==> src/include/option_loader_regs.vh <==
`ifndef OPTION_LOADER_REGS_VH
`define OPTION_LOADER_REGS_VH

// Register offsets, byte addresses
`define FLASH_KEY_OFS 8'h04
`define OPTION_KEY_OFS 8'h08
`define STATUS_OFS 8'h0C
`define CTRL2_OFS 8'h10
`define OBCS_OFS 8'h1C
`define WRTPROT_OFS 8'h20
`define IRQ_STATUS_OFS 8'h24
`define IRQ_MASK_OFS 8'h28
`define OPT_DATA_OFS 8'h2C

// Unlock keys
`define KEY_FIRST 32'h4567_0123
`define KEY_SECOND 32'hCDEF_89AB

// Status register fields
`define ST_BUSY_BIT 0
`define ST_DONE_BIT 5

// Control register 2 fields
`define C2_PROG_BIT 0
`define C2_ERASE_BIT 1
`define C2_DONE_IE_BIT 2
`define C2_OPT_WEN_BIT 3

// Option control/status register fields
`define OBCS_ERR_BIT 0
`define OBCS_LEVEL_LSB 1
`define OBCS_USER_LSB 8
`define OBCS_UDATA0_LSB 16
`define OBCS_UDATA1_LSB 24

// Interrupt status/mask fields
`define IRQ_DONE_BIT 0
`define IRQ_LOAD_ERR_BIT 1

// Option byte option data register fields
`define OPT_ADDR_LSB 8

// User option byte fields
`define USER_WDT_BIT 0
`define USER_STOP_BIT 1
`define USER_STANDBY_BIT 2
`define USER_BOOT_BIT 4
`define USER_ANALOG_BIT 5
`define USER_PARITY_BIT 6

// Read protection codes and levels
`define RDP_LEVEL0_CODE 8'hAA
`define RDP_LEVEL2_CODE 8'hCC
`define LEVEL0 2'h0
`define LEVEL1 2'h1
`define LEVEL2 2'h2

// Option area layout
`define OPT_BYTES 16
`define OPT_PAIRS 8
`define ERASED_BYTE 8'hFF
`define RESET_OBCS 32'h0000_0002
`define RESET_WRTPROT 32'hFFFF_FFFF

`endif

==> src/design/option_byte_loader.v <==
// How it works
// - After reset the option area is locked; changes are refused until unlocked.
// - Unlock only through the option key register, never the flash key register.
// - No software lock; once unlocked it stays so until reset.
// - Programmed option values take effect only after the next reset reload.
// - Each reset reads all 16 option bytes into option and protect registers.
// - Eight configurable bytes at even addresses, complements at odd addresses.
// - Byte not matching its complement sets error flag and loads 0xFF.
// - Byte and complement both 0xFF skip the check, no error.
// - User byte: bit0 watchdog, bit1 stop reset, bit2 standby reset, bit4 boot.
// - User byte: bit5 analog monitor, bit6 RAM parity; bits 3, 7 reserved.
// - Write-protect bit 0 protects its page group, 1 leaves it open.
// - Each bit covers four pages; bytes 0..3 map pages 0-31 up to 96-127.
// - Read and write protection are independent; unprotecting erases nothing.
// - Read protect 0xAA is level 0, 0xCC level 2, others level 1.
// - Option erase or write completion sets the complete flag and interrupt.
`include "option_loader_regs.vh"
`default_nettype none

module option_byte_loader (
  input wire core_clk,
  input wire rst,
  input wire [7:0] addr,
  input wire [31:0] wdata,
  input wire wr_en,
  input wire rd_en,
  output reg [31:0] rdata,
  output wire irq,
  output reg [3:0] ib_addr,
  output reg ib_rd,
  input wire [7:0] ib_rdata,
  output reg ib_prog,
  output reg [2:0] ib_prog_index,
  output reg [7:0] ib_prog_data,
  output reg ib_erase,
  input wire ib_op_done,
  output reg options_valid,
  output reg [1:0] read_protect_level,
  output reg debug_disable,
  output reg watchdog_select,
  output reg no_reset_on_stop,
  output reg no_reset_on_standby,
  output reg boot_select_bit,
  output reg analog_supply_monitor_enable,
  output reg ram_parity_enable,
  output reg [31:0] page_group_protect
);

  localparam S_START = 2'd0;
  localparam S_READ = 2'd1;
  localparam S_CHECK = 2'd2;
  localparam S_DONE = 2'd3;

  function [1:0] level_of;
    input [7:0] code;
    begin
      if (code == `RDP_LEVEL0_CODE) begin
        level_of = `LEVEL0;
      end else if (code == `RDP_LEVEL2_CODE) begin
        level_of = `LEVEL2;
      end else begin
        level_of = `LEVEL1;
      end
    end
  endfunction

  reg [1:0] state_reg;
  reg [4:0] rd_count_reg;
  reg rd_pending_reg;
  reg [3:0] rd_index_reg;
  reg [7:0] raw_reg [0:`OPT_BYTES-1];
  reg [31:0] obcs_reg;
  reg [31:0] wrtprot_reg;
  reg key_stage_reg;
  reg opt_unlocked_reg;
  reg busy_reg;
  reg op_complete_reg;
  reg complete_ie_reg;
  reg [1:0] irq_status_reg;
  reg [1:0] irq_mask_reg;
  reg [10:0] opt_data_reg;
  reg load_err_event;

  wire [7:0] pair_value [0:`OPT_PAIRS-1];
  wire [`OPT_PAIRS-1:0] pair_mismatch;
  wire [1:0] loaded_level;
  wire [7:0] user_opt;
  wire wr_opt_key;
  wire wr_ctrl2;
  wire level2_now;
  wire done_event;
  wire start_ok;

  genvar gi;
  generate
    for (gi = 0; gi < `OPT_PAIRS; gi = gi + 1) begin : g_pair
      option_pair_check u_check (
        .cfg_byte(raw_reg[2*gi]),
        .cmp_byte(raw_reg[2*gi+1]),
        .loaded_byte(pair_value[gi]),
        .mismatch(pair_mismatch[gi])
      );
    end
  endgenerate

  assign loaded_level = level_of(pair_value[0]);
  assign user_opt = pair_value[1];
  assign level2_now = (obcs_reg[`OBCS_LEVEL_LSB +: 2] == `LEVEL2);
  assign wr_opt_key = wr_en && (addr == `OPTION_KEY_OFS);
  assign wr_ctrl2 = wr_en && (addr == `CTRL2_OFS);
  assign done_event = busy_reg && ib_op_done;
  assign start_ok = opt_unlocked_reg && !busy_reg && options_valid && !level2_now;
  assign irq = |(irq_status_reg & irq_mask_reg);

  // Reload sequencer: reads run once after each reset
  always @(posedge core_clk) begin
    if (rst) begin
      state_reg <= S_START;
      rd_count_reg <= 5'd0;
      rd_pending_reg <= 1'b0;
      rd_index_reg <= 4'd0;
      ib_addr <= 4'd0;
      ib_rd <= 1'b0;
      options_valid <= 1'b0;
      load_err_event <= 1'b0;
    end else begin
      ib_rd <= 1'b0;
      load_err_event <= 1'b0;
      rd_pending_reg <= ib_rd;
      rd_index_reg <= ib_addr;
      case (state_reg)
        S_START: begin
          rd_count_reg <= 5'd0;
          state_reg <= S_READ;
        end
        S_READ: begin
          if (rd_count_reg < `OPT_BYTES) begin
            ib_rd <= 1'b1;
            ib_addr <= rd_count_reg[3:0];
            rd_count_reg <= rd_count_reg + 5'd1;
          end else if (!rd_pending_reg && !ib_rd) begin
            state_reg <= S_CHECK;
          end
        end
        S_CHECK: begin
          load_err_event <= |pair_mismatch;
          options_valid <= 1'b1;
          state_reg <= S_DONE;
        end
        S_DONE: begin
          state_reg <= S_DONE;
        end
        default: begin
          state_reg <= S_START;
        end
      endcase
    end
  end

  integer bi;
  always @(posedge core_clk) begin
    if (rst) begin
      for (bi = 0; bi < `OPT_BYTES; bi = bi + 1) begin
        raw_reg[bi] <= `ERASED_BYTE;
      end
    end else if (rd_pending_reg) begin
      raw_reg[rd_index_reg] <= ib_rdata;
    end
  end

  // Loaded registers change only at the end of a reload
  always @(posedge core_clk) begin
    if (rst) begin
      obcs_reg <= `RESET_OBCS;
      wrtprot_reg <= `RESET_WRTPROT;
      read_protect_level <= `LEVEL1;
      debug_disable <= 1'b0;
      watchdog_select <= 1'b1;
      no_reset_on_stop <= 1'b1;
      no_reset_on_standby <= 1'b1;
      boot_select_bit <= 1'b1;
      analog_supply_monitor_enable <= 1'b0;
      ram_parity_enable <= 1'b0;
      page_group_protect <= 32'h0000_0000;
    end else if (state_reg == S_CHECK) begin
      obcs_reg <= {pair_value[3], pair_value[2], user_opt, 5'd0, loaded_level, |pair_mismatch};
      wrtprot_reg <= {pair_value[7], pair_value[6], pair_value[5], pair_value[4]};
      read_protect_level <= loaded_level;
      debug_disable <= (loaded_level == `LEVEL2);
      watchdog_select <= user_opt[`USER_WDT_BIT];
      no_reset_on_stop <= user_opt[`USER_STOP_BIT];
      no_reset_on_standby <= user_opt[`USER_STANDBY_BIT];
      boot_select_bit <= user_opt[`USER_BOOT_BIT];
      analog_supply_monitor_enable <= user_opt[`USER_ANALOG_BIT];
      ram_parity_enable <= user_opt[`USER_PARITY_BIT];
      // Bit n of the word guards pages 4n to 4n+3; 1 means protected
      page_group_protect <= ~{pair_value[7], pair_value[6], pair_value[5], pair_value[4]};
    end
  end

  // Option key sequence; a wrong word restarts it
  always @(posedge core_clk) begin
    if (rst) begin
      key_stage_reg <= 1'b0;
      opt_unlocked_reg <= 1'b0;
    end else if (wr_opt_key && !opt_unlocked_reg && !level2_now) begin
      if (!key_stage_reg && wdata == `KEY_FIRST) begin
        key_stage_reg <= 1'b1;
      end else if (key_stage_reg && wdata == `KEY_SECOND) begin
        opt_unlocked_reg <= 1'b1;
        key_stage_reg <= 1'b0;
      end else begin
        key_stage_reg <= 1'b0;
      end
    end
  end

  // Option program and erase commands
  always @(posedge core_clk) begin
    if (rst) begin
      busy_reg <= 1'b0;
      complete_ie_reg <= 1'b0;
      opt_data_reg <= 11'd0;
      ib_prog <= 1'b0;
      ib_erase <= 1'b0;
      ib_prog_index <= 3'd0;
      ib_prog_data <= 8'h00;
    end else begin
      ib_prog <= 1'b0;
      ib_erase <= 1'b0;
      if (wr_en && addr == `OPT_DATA_OFS) begin
        opt_data_reg <= wdata[10:0];
      end
      if (done_event) begin
        busy_reg <= 1'b0;
      end
      if (wr_ctrl2) begin
        complete_ie_reg <= wdata[`C2_DONE_IE_BIT];
        if (start_ok && wdata[`C2_ERASE_BIT]) begin
          ib_erase <= 1'b1;
          busy_reg <= 1'b1;
        end else if (start_ok && wdata[`C2_PROG_BIT]) begin
          ib_prog <= 1'b1;
          ib_prog_index <= opt_data_reg[`OPT_ADDR_LSB +: 3];
          ib_prog_data <= opt_data_reg[7:0];
          busy_reg <= 1'b1;
        end
      end
    end
  end

  // Flags: a hardware set wins over a clear in the same cycle
  always @(posedge core_clk) begin
    if (rst) begin
      op_complete_reg <= 1'b0;
      irq_status_reg <= 2'b00;
      irq_mask_reg <= 2'b00;
    end else begin
      if (done_event) begin
        op_complete_reg <= 1'b1;
      end else if (wr_en && addr == `STATUS_OFS && wdata[`ST_DONE_BIT]) begin
        op_complete_reg <= 1'b0;
      end
      if (wr_en && addr == `IRQ_MASK_OFS) begin
        irq_mask_reg <= wdata[1:0];
      end
      irq_status_reg[`IRQ_DONE_BIT] <= (done_event && complete_ie_reg) ||
        (irq_status_reg[`IRQ_DONE_BIT] && !(rd_en && addr == `IRQ_STATUS_OFS));
      irq_status_reg[`IRQ_LOAD_ERR_BIT] <= load_err_event ||
        (irq_status_reg[`IRQ_LOAD_ERR_BIT] && !(rd_en && addr == `IRQ_STATUS_OFS));
    end
  end

  // Read data, one cycle after the strobe; key registers read zero
  always @(posedge core_clk) begin
    if (rst) begin
      rdata <= 32'h0000_0000;
    end else if (rd_en) begin
      case (addr)
        `STATUS_OFS: rdata <= {26'd0, op_complete_reg, 4'd0, busy_reg};
        `CTRL2_OFS: rdata <= {28'd0, opt_unlocked_reg, complete_ie_reg, 2'b00};
        `OBCS_OFS: rdata <= obcs_reg;
        `WRTPROT_OFS: rdata <= wrtprot_reg;
        `IRQ_STATUS_OFS: rdata <= {30'd0, irq_status_reg};
        `IRQ_MASK_OFS: rdata <= {30'd0, irq_mask_reg};
        `OPT_DATA_OFS: rdata <= {21'd0, opt_data_reg};
        default: rdata <= 32'h0000_0000;
      endcase
    end else begin
      rdata <= 32'h0000_0000;
    end
  end

endmodule // option_byte_loader

`default_nettype wire

==> src/design/option_pair_check.v <==
`include "option_loader_regs.vh"
`default_nettype none

module option_pair_check (
  input wire [7:0] cfg_byte,
  input wire [7:0] cmp_byte,
  output wire [7:0] loaded_byte,
  output wire mismatch
);

  wire erased;

  assign erased = (cfg_byte == `ERASED_BYTE) && (cmp_byte == `ERASED_BYTE);
  assign mismatch = !erased && (cfg_byte != ~cmp_byte);
  assign loaded_byte = mismatch ? `ERASED_BYTE : cfg_byte;

endmodule // option_pair_check

`default_nettype wire

==> config.mk <==
export PLATFORM = sky130hd
export DESIGN_NAME = option_byte_loader
export DESIGN_NICKNAME = d
export VERILOG_FILES = /design/src/design/option_byte_loader.v /design/src/design/option_pair_check.v
export VERILOG_INCLUDE_DIRS = /design/src /design/src/include
export SDC_FILE = /design/constraint.sdc
export NUM_CORES = 1
export LEC_CHECK = 0
export ABC_AREA = 1
export BUFFER_PORTS_ARGS = -buffer_cell sky130_fd_sc_hd__clkbuf_2
export CORE_UTILIZATION = 63
export CTS_CLUSTER_SIZE = 20
export DETAILED_ROUTE_END_ITERATION = 8
export GPL_TIMING_DRIVEN = 0
export PLACE_DENSITY_LB_ADDON = 0.08
export RECOVER_POWER = 100
export SLEW_MARGIN = 20
export SYNTH_ARGS = -nofsm -noshare
export SYNTH_HDL_FRONTEND = slang
export SYNTH_SLANG_ARGS = --single-unit
==> constraint.sdc <==
create_clock -name core_clk -period 5.5 [get_ports core_clk]
set_clock_uncertainty 0.1 [all_clocks]
set_input_delay 0.55 -clock core_clk [delete_from_list [all_inputs] [get_ports core_clk]]
set_output_delay 0.55 -clock core_clk [all_outputs]
set_load 0.01 [all_outputs]
Yosys cells after proc, flatten, opt, wreduce, memory -nomap -nowiden. Memories as Yosys holds them, arrays and structs flattened. Cells that the tools add are included.

Register bits: 184. RAM bits: 128. Input port bits: 53. Output and inout bits: 93. Logic and storage cells: 200. Memories: 1.

Add/sub/neg operators: 1. Magnitude comparators: 1. Eq/ne operators: 44. Muxes and demuxes: 34. Bitwise operators: 16. Reductions and logical operators: 71.

Memories: raw_reg (words 16, bits a word 8, read ports 16, clocked after memory_dff 0, write ports 16, line option_byte_loader.v:71) `` reg [7:0] raw_reg [0:`OPT_BYTES-1]; ``.

Operator list (number): 32-bit case mux with 7 select lines (1); 8-bit == test (second input constant) (18); 8-bit 2-to-1 mux (9); 8-bit inequality test (8); 8-bit inverter (8); 1-bit logical AND (37); 32-bit by 31-bit == test with 1-bit output (second input constant) (1); 32-bit == test (second input constant) (1); 8-bit by 6-bit == test with 1-bit output (second input constant) (4); 32-bit inverter (1); 8-bit by 4-bit == test with 1-bit output (second input constant) (2); 8-bit by 5-bit == test with 1-bit output (second input constant) (2); 1-bit 2-to-1 mux (16); 8-bit OR reduction (2); 1-bit zero test (15); 2-bit OR reduction (6); 5-bit case mux with 2 select lines (1); 2-bit == test (second input constant) (4); 2-bit 2-to-1 mux (4); 2-bit inequality test (second input constant) (3); 1-bit inverter (6); 2-bit case mux with 3 select lines (1); 2-bit AND reduction (3); 3-bit AND reduction (2); other kinds (10) (12).

Depth between registers and ports, before layout. Gate-level depths: netlist of run 1. An unclocked memory read counts as a cell.

Depth after elaboration: 10. Mapped depth: 12.

Hierarchy. Synthesis of run 1 repeated with hierarchy kept, for this count alone.

Cells, all modules: 1779. Area, all modules: 13694.4 um^2.

Modules (own cells, without submodules): option_byte_loader (instances 1, cells an instance 1251, area each 11622.4 um^2, seq. area each 7427.1 um^2); option_pair_check (instances 8, cells an instance 66, area each 259.0 um^2, seq. area each 0.0 um^2).

Least setup slack after synthesis of run 1. OpenSTA, ideal clock, no wires.

Path kind: input -> register. From: input rst. To: memory raw_reg[1][0] (enable). Library setup time: 384 ps. Arrival: 1634 ps. Required time: 5016 ps. Slack: 3382 ps. Stages: 5. Path buffers: 0. Path through: nor2_1 -> inv_1 -> nor3_1 -> inv_1 -> o21ai_0.

RTL lines: start: declaration (line option_byte_loader.v:22) `input wire rst,`; end: declaration (line option_byte_loader.v:71).

==> results of run 1 <==
area by class of cell:
type	count	share of cell area [%]
clock buffer	48	6.48
multi-input combinational	1085	31.4
sequential	307	49.2
inverter	178	4.42
tap	270	2.24
buffer	55	1.51
clock inverter	10	0.753
timing repair buffer	145	4.04
cells in the mapped netlist, types with 2 or more instances:
cell      count
nand2_1     525
nor2_1      247
dfxtp_1     179
inv_1       173
edfxtp_1    128
a21oi_1      77
o21ai_0      62
nand3_1      57
clkbuf_1     30
nand4_1      28
o211a_1      16
nor3_1       14
buf_2        13
nor4_1       10
a31oi_1       7
o211ai_1      6
buf_4         5
inv_2         5
o22ai_1       5
xor2_1        4
buf_1         3
buf_6         3
nand3_4       3
nor2_4        3
and3_1        2
nand3_2       2
nor4b_1       2
cells by family (layout without fill, tap and decap cells):
family                     Yosys count  in the layout  synth area share [%]
AOI/OAI and AO/OA                  179            179                  7.87
xor gates and xnor gates             4              4                 0.266
adders and majority gates            1              1                0.0951
buffers and inverters              233            436                  7.09
DFF                                307            307                  56.5
and+or+nand+nor                    901            901                  28.2
per-layer routing:
layer / track usage, % / wire length, um / part of all wire [%] / up-vias
li1: - / - / - / 5578
met1: 46.0 / 15100 / 42 / 5400
met2: 55.7 / 16700 / 46 / 567
met3: 4.38 / 3120 / 8.6 / 99
met4: 11.8 / 1230 / 3.4 / 0
met5: 0 / 0 / 0 / -
power by group through the flow:
stage	clock [mW]	combinational, mW	sequential [mW]
2_1_floorplan	0	0.0753	2.43
3_3_place_gp	0	0.143	2.43
3_5_place_dp	0	0.145	2.43
4_1_cts	2.20	0.146	2.38
5_1_grt	2.29	0.157	2.38
6_report	2.20	0.146	2.38
stage by stage:
stage | std cells | util (%)
after floorplan | 1625 | -
after global placement | 2040 | 69.8
after detailed placement | 2040 | 69.8
after CTS | 2098 | 75.2
after global routing | 2098 | 74.2
final | 2098 | 74.2
path summary, 6_finish.rpt:
kind                             startpoint                       endpoint  slack (ns)
setup / recovery                        rst   raw_reg[13][4]$_SDFFCE_PN1P_        2.77
hold / removal                    wdata[10]  opt_data_reg[10]$_SDFFE_PP0P_        0.15
setup reg to reg  rd_pending_reg$_SDFF_PP0_   raw_reg[13][4]$_SDFFCE_PN1P_        2.82
hold reg to reg            ib_rd$_SDFF_PP0_      rd_pending_reg$_SDFF_PP0_        0.35
critical path, delay by kind of cell:
kind	cells	cell delay (ns)
compound gates	1	0.61
buf+inv	5	1.61
==> impl_metrics.env, run 1 <==
export IMPL_largest_reg_flops=128
export IMPL_syn_area_sq_um=13200
export IMPL_ys_seq_elements=307
export IMPL_initial_core_util_pct=64.6
export IMPL_power_mw=4.72
export IMPL_drive_gt1_share_pct=7.00
export IMPL_setup_violations=0
export IMPL_via_per_inst=5.55
export IMPL_synth_nets=1679
export IMPL_critPathMaxStageDelay_ns=0.61
export IMPL_fmaxAchievable_mhz=366
export IMPL_ios=146
export IMPL_path_clk_slew_ns=0.06
export IMPL_synth_cells=1625
export IMPL_antenna_cells=0
export IMPL_post_route_min_period_ns=2.73
export IMPL_rows=52
export IMPL_critPathRequiredTime_ns=5.55
export IMPL_fin_ws_ns=2.77
export IMPL_first_iter_violations=1107
export IMPL_switchingPower_mw=0.999
export IMPL_synth_largest_area_cell="edfxtp_1"
export IMPL_max_slew_margin_rel_pct=24.9
export IMPL_cts_setup_buffers=0
export IMPL_regArea_sq_um=7430
export IMPL_cts_tree="done"
export IMPL_peakVddDrop_v=0.000321
export IMPL_synth_top_area_share_pct=29.2
export IMPL_finalCritPeriodShare_pct=49.6
export IMPL_synth_area_top_cells="edfxtp_1 (29%), dfxtp_1 (27%), nand2_1 (15%)"
export IMPL_power_density_nw_per_um2=313
export IMPL_seqPwrFrac_pct=50.3
export IMPL_p_leak_nw=6.32
export IMPL_globalRouteOverflowTotal=0
export IMPL_wl_per_cell_um=17.2
export IMPL_clock_sinks=307
export IMPL_drc=0
export IMPL_synthFlopType="dfxtp_1"
export IMPL_dr_pass1_iters=6
export IMPL_combinationalPowerShare_pct=3.1
export IMPL_post_place_ws_ns=2.53
export IMPL_crit_path_cell_trace="clkbuf_1, clkbuf_1, inv_1, clkbuf_1, clkbuf_1, o21ai_0"
export IMPL_end_kind="flip-flop"
export IMPL_syn_avg_cell_area_sq_um=8.10
export IMPL_hold_violations=0
export IMPL_maxSlewViolCount=0
export IMPL_rsz0062_at_grt="false"
export IMPL_synth_edff_count=128
export IMPL_reg2reg_depth=6
export IMPL_core_sq_um=20400
export IMPL_setup_tns_final_ns=0
export IMPL_pwr_share_clk_pct=46.6
export IMPL_place_gp_congestion=0.930
export IMPL_fp_dieW_um=147
export IMPL_cp_start_kind="input pin"
export IMPL_dp_hpwl_um=26100
export IMPL_numPortBuffers=145
export IMPL_hold_buffers=0
export IMPL_grt_max_degree=16
export IMPL_synth_distinct_cells=43
export IMPL_slowest_stage="o21ai_0"
export IMPL_netSwitchingFraction_pct=21.2
export IMPL_status="finished clean"
export IMPL_holdWs_ns=0.146
export IMPL_worst_pin_slew_ns=1.12
export IMPL_maxCapViolCount=0
export IMPL_cp_max_fo=10
export IMPL_cts_root_buf="clkbuf_16"
export IMPL_clockBufferDepth=3
export IMPL_layout_commonest_cell="nand2_1"
export IMPL_dieArea_sq_um=21500
export IMPL_hold_depth=3
export IMPL_mostFrequentLayoutCells="nand2_1 (525), nor2_1 (250), dfxtp_1 (179)"
export IMPL_fill_cells=1577
export IMPL_yosysSeqAreaShare_pct=56.5
export IMPL_p_int_mw=3.72
export IMPL_post_cts_resized=0
export IMPL_die_h_um=147
export IMPL_cts_buffers=31
export IMPL_fin_area_sq_um=15100
export IMPL_wl_um=36100
export IMPL_synthArstFlopShare_pct=0
export IMPL_postRouteAntennaNets=0
export IMPL_grt_antenna_before_repair=0
export IMPL_ys_warn_count=0
export IMPL_arrival_ns=2.78
export IMPL_crit_type="in -> reg"
export IMPL_clk_latency_ns=0.56
export IMPL_grt_usage_pct=33.8
export IMPL_hp_class="in -> reg"
export IMPL_area_growth_pct=14.9
export IMPL_nets=1857
export IMPL_multi_input_area_sq_um=4750
export IMPL_grt_pass1_wl_um=56100
export IMPL_grt_pass1_vias=10700
export IMPL_h_tree_depth=1
export IMPL_path_common_cell="clkbuf_1"
export IMPL_placed_area_sq_um=14200
export IMPL_vias=11600
Note: power is estimated with default switching activity, not from simulation.
==> run 2, diff against run 1 <==
--- a/config.mk
+++ b/config.mk
@@ -8,7 +8,7 @@
 export LEC_CHECK = 0
 export ABC_AREA = 1
 export BUFFER_PORTS_ARGS = -buffer_cell sky130_fd_sc_hd__clkbuf_2
-export CORE_UTILIZATION = 63
+export CORE_UTILIZATION = 53
 export CTS_CLUSTER_SIZE = 20
 export DETAILED_ROUTE_END_ITERATION = 8
 export GPL_TIMING_DRIVEN = 0
==> constraint.sdc (replaced) <==
create_clock -name core_clk -period 2.3 [get_ports core_clk]
set_clock_uncertainty 0.1 [all_clocks]
set_input_delay 0.23 -clock core_clk [delete_from_list [all_inputs] [get_ports core_clk]]
set_output_delay 0.23 -clock core_clk [all_outputs]
set_load 0.01 [all_outputs]
==> impl_metrics.env, run 2 (synthesis results as in run 1) <==
export IMPL_status="complete, but fails checks"
export IMPL_violations="hold timing"
export IMPL_mostFrequentLayoutCells="nand2_1 (525), nor2_1 (249), dfxtp_1 (179)"
export IMPL_post_route_min_period_ns=2.26
export IMPL_fill_cells=2179
export IMPL_rows=57
export IMPL_largest_reg_flops=128
export IMPL_end_kind="flip-flop"
export IMPL_wl_um=36600
export IMPL_wl_per_cell_um=16.8
export IMPL_slowest_stage="nor2_1"
export IMPL_dp_hpwl_um=26700
export IMPL_power_mw=11.7
export IMPL_hold_violations=1
export IMPL_drive_gt1_share_pct=8.33
export IMPL_clk_latency_ns=0.52
export IMPL_setup_violations=0
export IMPL_layout_commonest_cell="nand2_1"
export IMPL_holdWs_ns=-0.00606
export IMPL_crit_type="reg -> reg"
export IMPL_place_gp_congestion=0.924
export IMPL_dieArea_sq_um=25500
export IMPL_first_iter_violations=987
export IMPL_grt_pass1_wl_um=56900
export IMPL_via_per_inst=5.28
export IMPL_critPathRequiredTime_ns=2.63
export IMPL_antenna_cells=0
export IMPL_arrival_ns=2.59
export IMPL_globalRouteOverflowTotal=0
export IMPL_vias=11500
export IMPL_grt_pass1_vias=10700
export IMPL_hp_class="in -> reg"
export IMPL_rsz0062_at_grt="true"
export IMPL_fmaxAchievable_mhz=442
export IMPL_cts_buffers=34
export IMPL_path_clk_slew_ns=0.06
export IMPL_cts_tree="done"
export IMPL_area_growth_pct=18.0
export IMPL_cp_endpoint="obcs_reg[8]$_SDFFE_PP0N_"
export IMPL_cp_start_kind="flip-flop"
export IMPL_numPortBuffers=145
export IMPL_grt_max_degree=16
export IMPL_cts_root_buf="clkbuf_16"
export IMPL_r2r_start="state_reg[1]$_SDFFE_PP0P_"
export IMPL_p_leak_nw=6.49
export IMPL_fp_dieW_um=160
export IMPL_cp_max_fo=10
export IMPL_h_tree_depth=2
export IMPL_critPathMaxStageDelay_ns=0.52
export IMPL_maxCapViolCount=0
export IMPL_initial_core_util_pct=54.1
export IMPL_setup_tns_final_ns=0
export IMPL_reg2reg_depth=6
export IMPL_postRouteAntennaNets=0
export IMPL_power_density_nw_per_um2=753
export IMPL_worst_pin_slew_ns=0.866
export IMPL_dr_pass1_iters=5
export IMPL_rrSetupSlack_ns=0.04
export IMPL_nets=1878
export IMPL_core_sq_um=24300
export IMPL_peakVddDrop_v=0.000534
export IMPL_maxSlewViolCount=0
export IMPL_grt_antenna_before_repair=0
export IMPL_clock_sinks=307
export IMPL_grt_usage_pct=28.8
export IMPL_ios=146
export IMPL_clockBufferDepth=3
export IMPL_critPathLaunch="state_reg[1]$_SDFFE_PP0P_"
export IMPL_drc=0
export IMPL_die_h_um=160
export IMPL_crit_path_cell_trace="inv_1, nor2_1, clkbuf_1, clkbuf_2, nand2_1, a21oi_1"
export IMPL_max_slew_margin_rel_pct=42.3
export IMPL_reg2reg_to="obcs_reg[8]$_SDFFE_PP0N_"
export IMPL_finalCritPeriodShare_pct=98.4
run 2: power by group:
part	switching, mW	internal [mW]	leakage, nW	total [mW]
registers	0.0113	5.67	2.32	5.68
clock network	2.23	3.39	0.578	5.63
logic	0.281	0.0997	3.60	0.381
run 2: worst max-delay path, delay by kind of cell (launching register included):
| family | cells | cell delay (ns) |
|---|---|---|
| compound gates | 1 | 0.15 |
| buf+inv | 3 | 0.86 |
| flops | 1 | 0.35 |
| simple gates | 2 | 0.71 |
run 2: per-stage QoR:
stage / setup WS (ns) / utilization (%) / cell area [sq um] / hold slack (ns) / instances
detailed placement: -0.438 / 58.7 / 14300 / 0.337 / 2094
finish: 0.0374 / 63.8 / 15500 / -0.00606 / 2173
floorplan: 0.403 / - / 13200 / 0.238 / 1625
CTS: -0.130 / 64.5 / 15700 / 0.00538 / 2173
global placement: -0.409 / 58.7 / 14300 / 0.340 / 2094
global route: -0.110 / 63.8 / 15500 / 0.00930 / 2173
run 2: layout make-up:
type	instances	area [sq um]	area share, %
plain buffers	55	254	1.64
clock buffers	46	1030	6.64
clock inverters	15	145	0.935
inverters	178	668	4.30
multi-input cells	1085	4810	31.0
flip-flops and latches	307	7430	47.8
well taps	324	405	2.61
repair buffers	163	790	5.09
run 2: routing by layer:
metal | vias up | routed length, um | track usage [%]
li1 | 5625 | - | -
met3 | 82 | 2550 | 4.30
met2 | 424 | 16400 | 46.6
met1 | 5335 | 16400 | 39.7
met5 | - | 0 | 0
met4 | 0 | 1190 | 9.88
run 2: repair_timing:
| action | 4_1_cts | 5_1_grt |
|---|---|---|
| hold buffers | 18 | 0 |
| gates resized for setup | 21 | 11 |
| setup endpoints to repair | 128 | 118 |
| endpoints found under the hold margin | 18 | 0 |
| setup buffers | 0 | 0 |
run 2: how the worst min path moves through the flow:
stage	start	end	slack [ns]	cells after the start
after detailed placement	ib_addr[0]$_SDFFE_PP0P_	rd_index_reg[0]$_SDFF_PP0_	0.34	2
after global placement	ib_addr[2]$_SDFFE_PP0P_	rd_index_reg[2]$_SDFF_PP0_	0.34	2
final	wdata[0]	irq_mask_reg[0]$_SDFFE_PP0P_	-0.006	3
after global routing	wdata[0]	irq_mask_reg[0]$_SDFFE_PP0P_	0.009	3
after floorplan	wr_en	opt_data_reg[6]$_SDFFE_PP0P_	0.24	1
after CTS	wdata[0]	irq_mask_reg[0]$_SDFFE_PP0P_	0.005	3
==> run 3, diff against run 2 <==
--- a/config.mk
+++ b/config.mk
@@ -8,7 +8,7 @@
 export LEC_CHECK = 0
 export ABC_AREA = 1
 export BUFFER_PORTS_ARGS = -buffer_cell sky130_fd_sc_hd__clkbuf_2
-export CORE_UTILIZATION = 53
+export CORE_UTILIZATION = 59
 export CTS_CLUSTER_SIZE = 20
 export DETAILED_ROUTE_END_ITERATION = 8
 export GPL_TIMING_DRIVEN = 0
==> constraint.sdc (replaced) <==
create_clock -name core_clk -period 2.4 [get_ports core_clk]
set_clock_uncertainty 0.1 [all_clocks]
set_input_delay 0.24 -clock core_clk [delete_from_list [all_inputs] [get_ports core_clk]]
set_output_delay 0.24 -clock core_clk [all_outputs]
set_load 0.01 [all_outputs]
==> impl_metrics.env, run 3 (synthesis results as in run 1) <==
export IMPL_setup_tns_final_ns=0
export IMPL_die_h_um=151
export IMPL_grt_usage_pct=31.0
export IMPL_ios=146
export IMPL_post_route_min_period_ns=2.37
export IMPL_placed_area_sq_um=14200
export IMPL_nets=1885
export IMPL_rows=54
export IMPL_layout_commonest_cell="nand2_1"
export IMPL_core_sq_um=21800
export IMPL_maxSlewViolCount=0
export IMPL_first_iter_violations=1042
export IMPL_largest_reg_flops=128
export IMPL_peakVddDrop_v=0.000584
export IMPL_cp_max_fo=2
export IMPL_status="finished clean"
export IMPL_grt_antenna_before_repair=0
export IMPL_cp_start_kind="input pin"
export IMPL_crit_type="in -> reg"
export IMPL_fp_dieW_um=151
export IMPL_grt_max_degree=16
export IMPL_hold_violations=0
export IMPL_rsz0062_at_grt="true"
export IMPL_path_common_cell="dlygate4sd3_1"
export IMPL_mostFrequentLayoutCells="nand2_1 (525), nor2_1 (247), dfxtp_1 (179)"
export IMPL_place_gp_congestion=0.946
export IMPL_wl_um=35400
export IMPL_slowest_stage="dlygate4sd3_1"
export IMPL_vias=11500
export IMPL_drive_gt1_share_pct=6.96
export IMPL_hp_class="in -> reg"
export IMPL_cts_tree="done"
export IMPL_arrival_ns=2.75
export IMPL_grt_pass1_wl_um=53500
export IMPL_path_clk_slew_ns=0.06
export IMPL_via_per_inst=5.39
export IMPL_h_tree_depth=1
export IMPL_end_kind="flip-flop"
export IMPL_maxCapViolCount=0
export IMPL_dr_pass1_iters=9
export IMPL_globalRouteOverflowTotal=0
export IMPL_dp_hpwl_um=25900
export IMPL_drc=0
export IMPL_p_leak_nw=6.43
export IMPL_clk_latency_ns=0.56
export IMPL_numPortBuffers=145
export IMPL_initial_core_util_pct=60.3
export IMPL_power_density_nw_per_um2=686
export IMPL_wl_per_cell_um=16.6
export IMPL_fin_util_pct=70.4
export IMPL_antenna_cells=0
export IMPL_critPathRequiredTime_ns=2.78
export IMPL_dieArea_sq_um=22900
export IMPL_cts_root_buf="clkbuf_16"
export IMPL_postRouteAntennaNets=0
export IMPL_crit_path_cell_trace="dlygate4sd3_1, clkbuf_2, nor2_2, nand2_1, nor4_1, dlygate4sd3_1, nand4_1, dlygate4sd3_1, a21oi_1"
export IMPL_worst_pin_slew_ns=1.07
export IMPL_cp_top_family="buffers and inverters"
export IMPL_finalCritPeriodShare_pct=98.7
export IMPL_area_growth_pct=16.7
export IMPL_fin_area_sq_um=15400
export IMPL_max_slew_margin_rel_pct=28.1
export IMPL_setup_violations=0
export IMPL_clockBufferDepth=3
export IMPL_grt_pass1_vias=10400
export IMPL_crit_buf_inv=4
export IMPL_clock_sinks=307
export IMPL_fmaxAchievable_mhz=422
export IMPL_power_mw=10.5
export IMPL_cts_buffers=31
export IMPL_cts_setup_buffers=0
export IMPL_critPathMaxStageDelay_ns=0.61
[run 3: changes by cell type in the layout (fill, tap and decap cells not counted), sizes merged]
cell	previous run	this run
dlygate4sd3	18	28
clkinvlp	2	0
clkbuf	237	234
[run 3: per-layer routing]
| layer | GRT usage, % | part of all wire, % | vias to the layer above | wire, um |
|---|---|---|---|---|
| li1 | - | - | 5638 | - |
| met1 | 42.9 | 43 | 5292 | 15300 |
| met2 | 50.7 | 45 | 513 | 16000 |
| met3 | 3.31 | 8.6 | 65 | 3030 |
| met4 | 10.4 | 3.1 | 0 | 1100 |
| met5 | 0 | 0 | - | 0 |
[run 3: stage by stage]
stage,hold WS [ns],std cells,setup slack [ns]
after floorplan,0.248,1625,0.503
after global placement,0.327,2050,-0.252
after detailed placement,0.339,2050,-0.280
after CTS,0.00330,2134,0.0168
after global routing,0.0206,2134,-0.131
final,0.0208,2134,0.0306
[run 3: layout make-up]
type,instances,area (sq um)
Timing Repair Buffer,173,891
Clock inverter,13,121
Sequential cell,307,7430
Buffer,55,245
Multi-Input combinational cell,1085,4770
Clock buffer,43,882
Fill cell,1796,6470
Tap cell,280,350
Inverter,178,668
[run 3: worst paths after layout]
| path | start | end | slack (ns) | cells past startpoint |
|---|---|---|---|---|
| setup / recovery | wdata[10] | key_stage_reg$_SDFFE_PP0P_ | 0.03 | 9 |
| hold reg to reg | ib_rd$_SDFF_PP0_ | rd_pending_reg$_SDFF_PP0_ | 0.34 | 2 |
| setup reg to reg | state_reg[1]$_SDFFE_PP0P_ | obcs_reg[9]$_SDFFE_PP0N_ | 0.06 | 6 |
| hold / removal | ib_rdata[0] | raw_reg[5][0]$_SDFFCE_PN1P_ | 0.02 | 3 |
[run 3: timing repair]
action                                 in CTS  in global routing
endpoints found under the hold margin      31                  0
hold buffers                               28                  0
setup endpoints to repair                  96                126
gates resized for setup                    12                 12
pin swaps                                   0                  0
[run 3: where the power goes]
part	switching, mW	internal [mW]
Sequential	0.0107	5.44
Clock	1.96	2.77
Combinational	0.265	0.101
[run 3: worst min-delay path, stage by stage]
cell and delay, ns:
clkbuf_2 0.07, inv_1 0.15, nand2_1 0.11
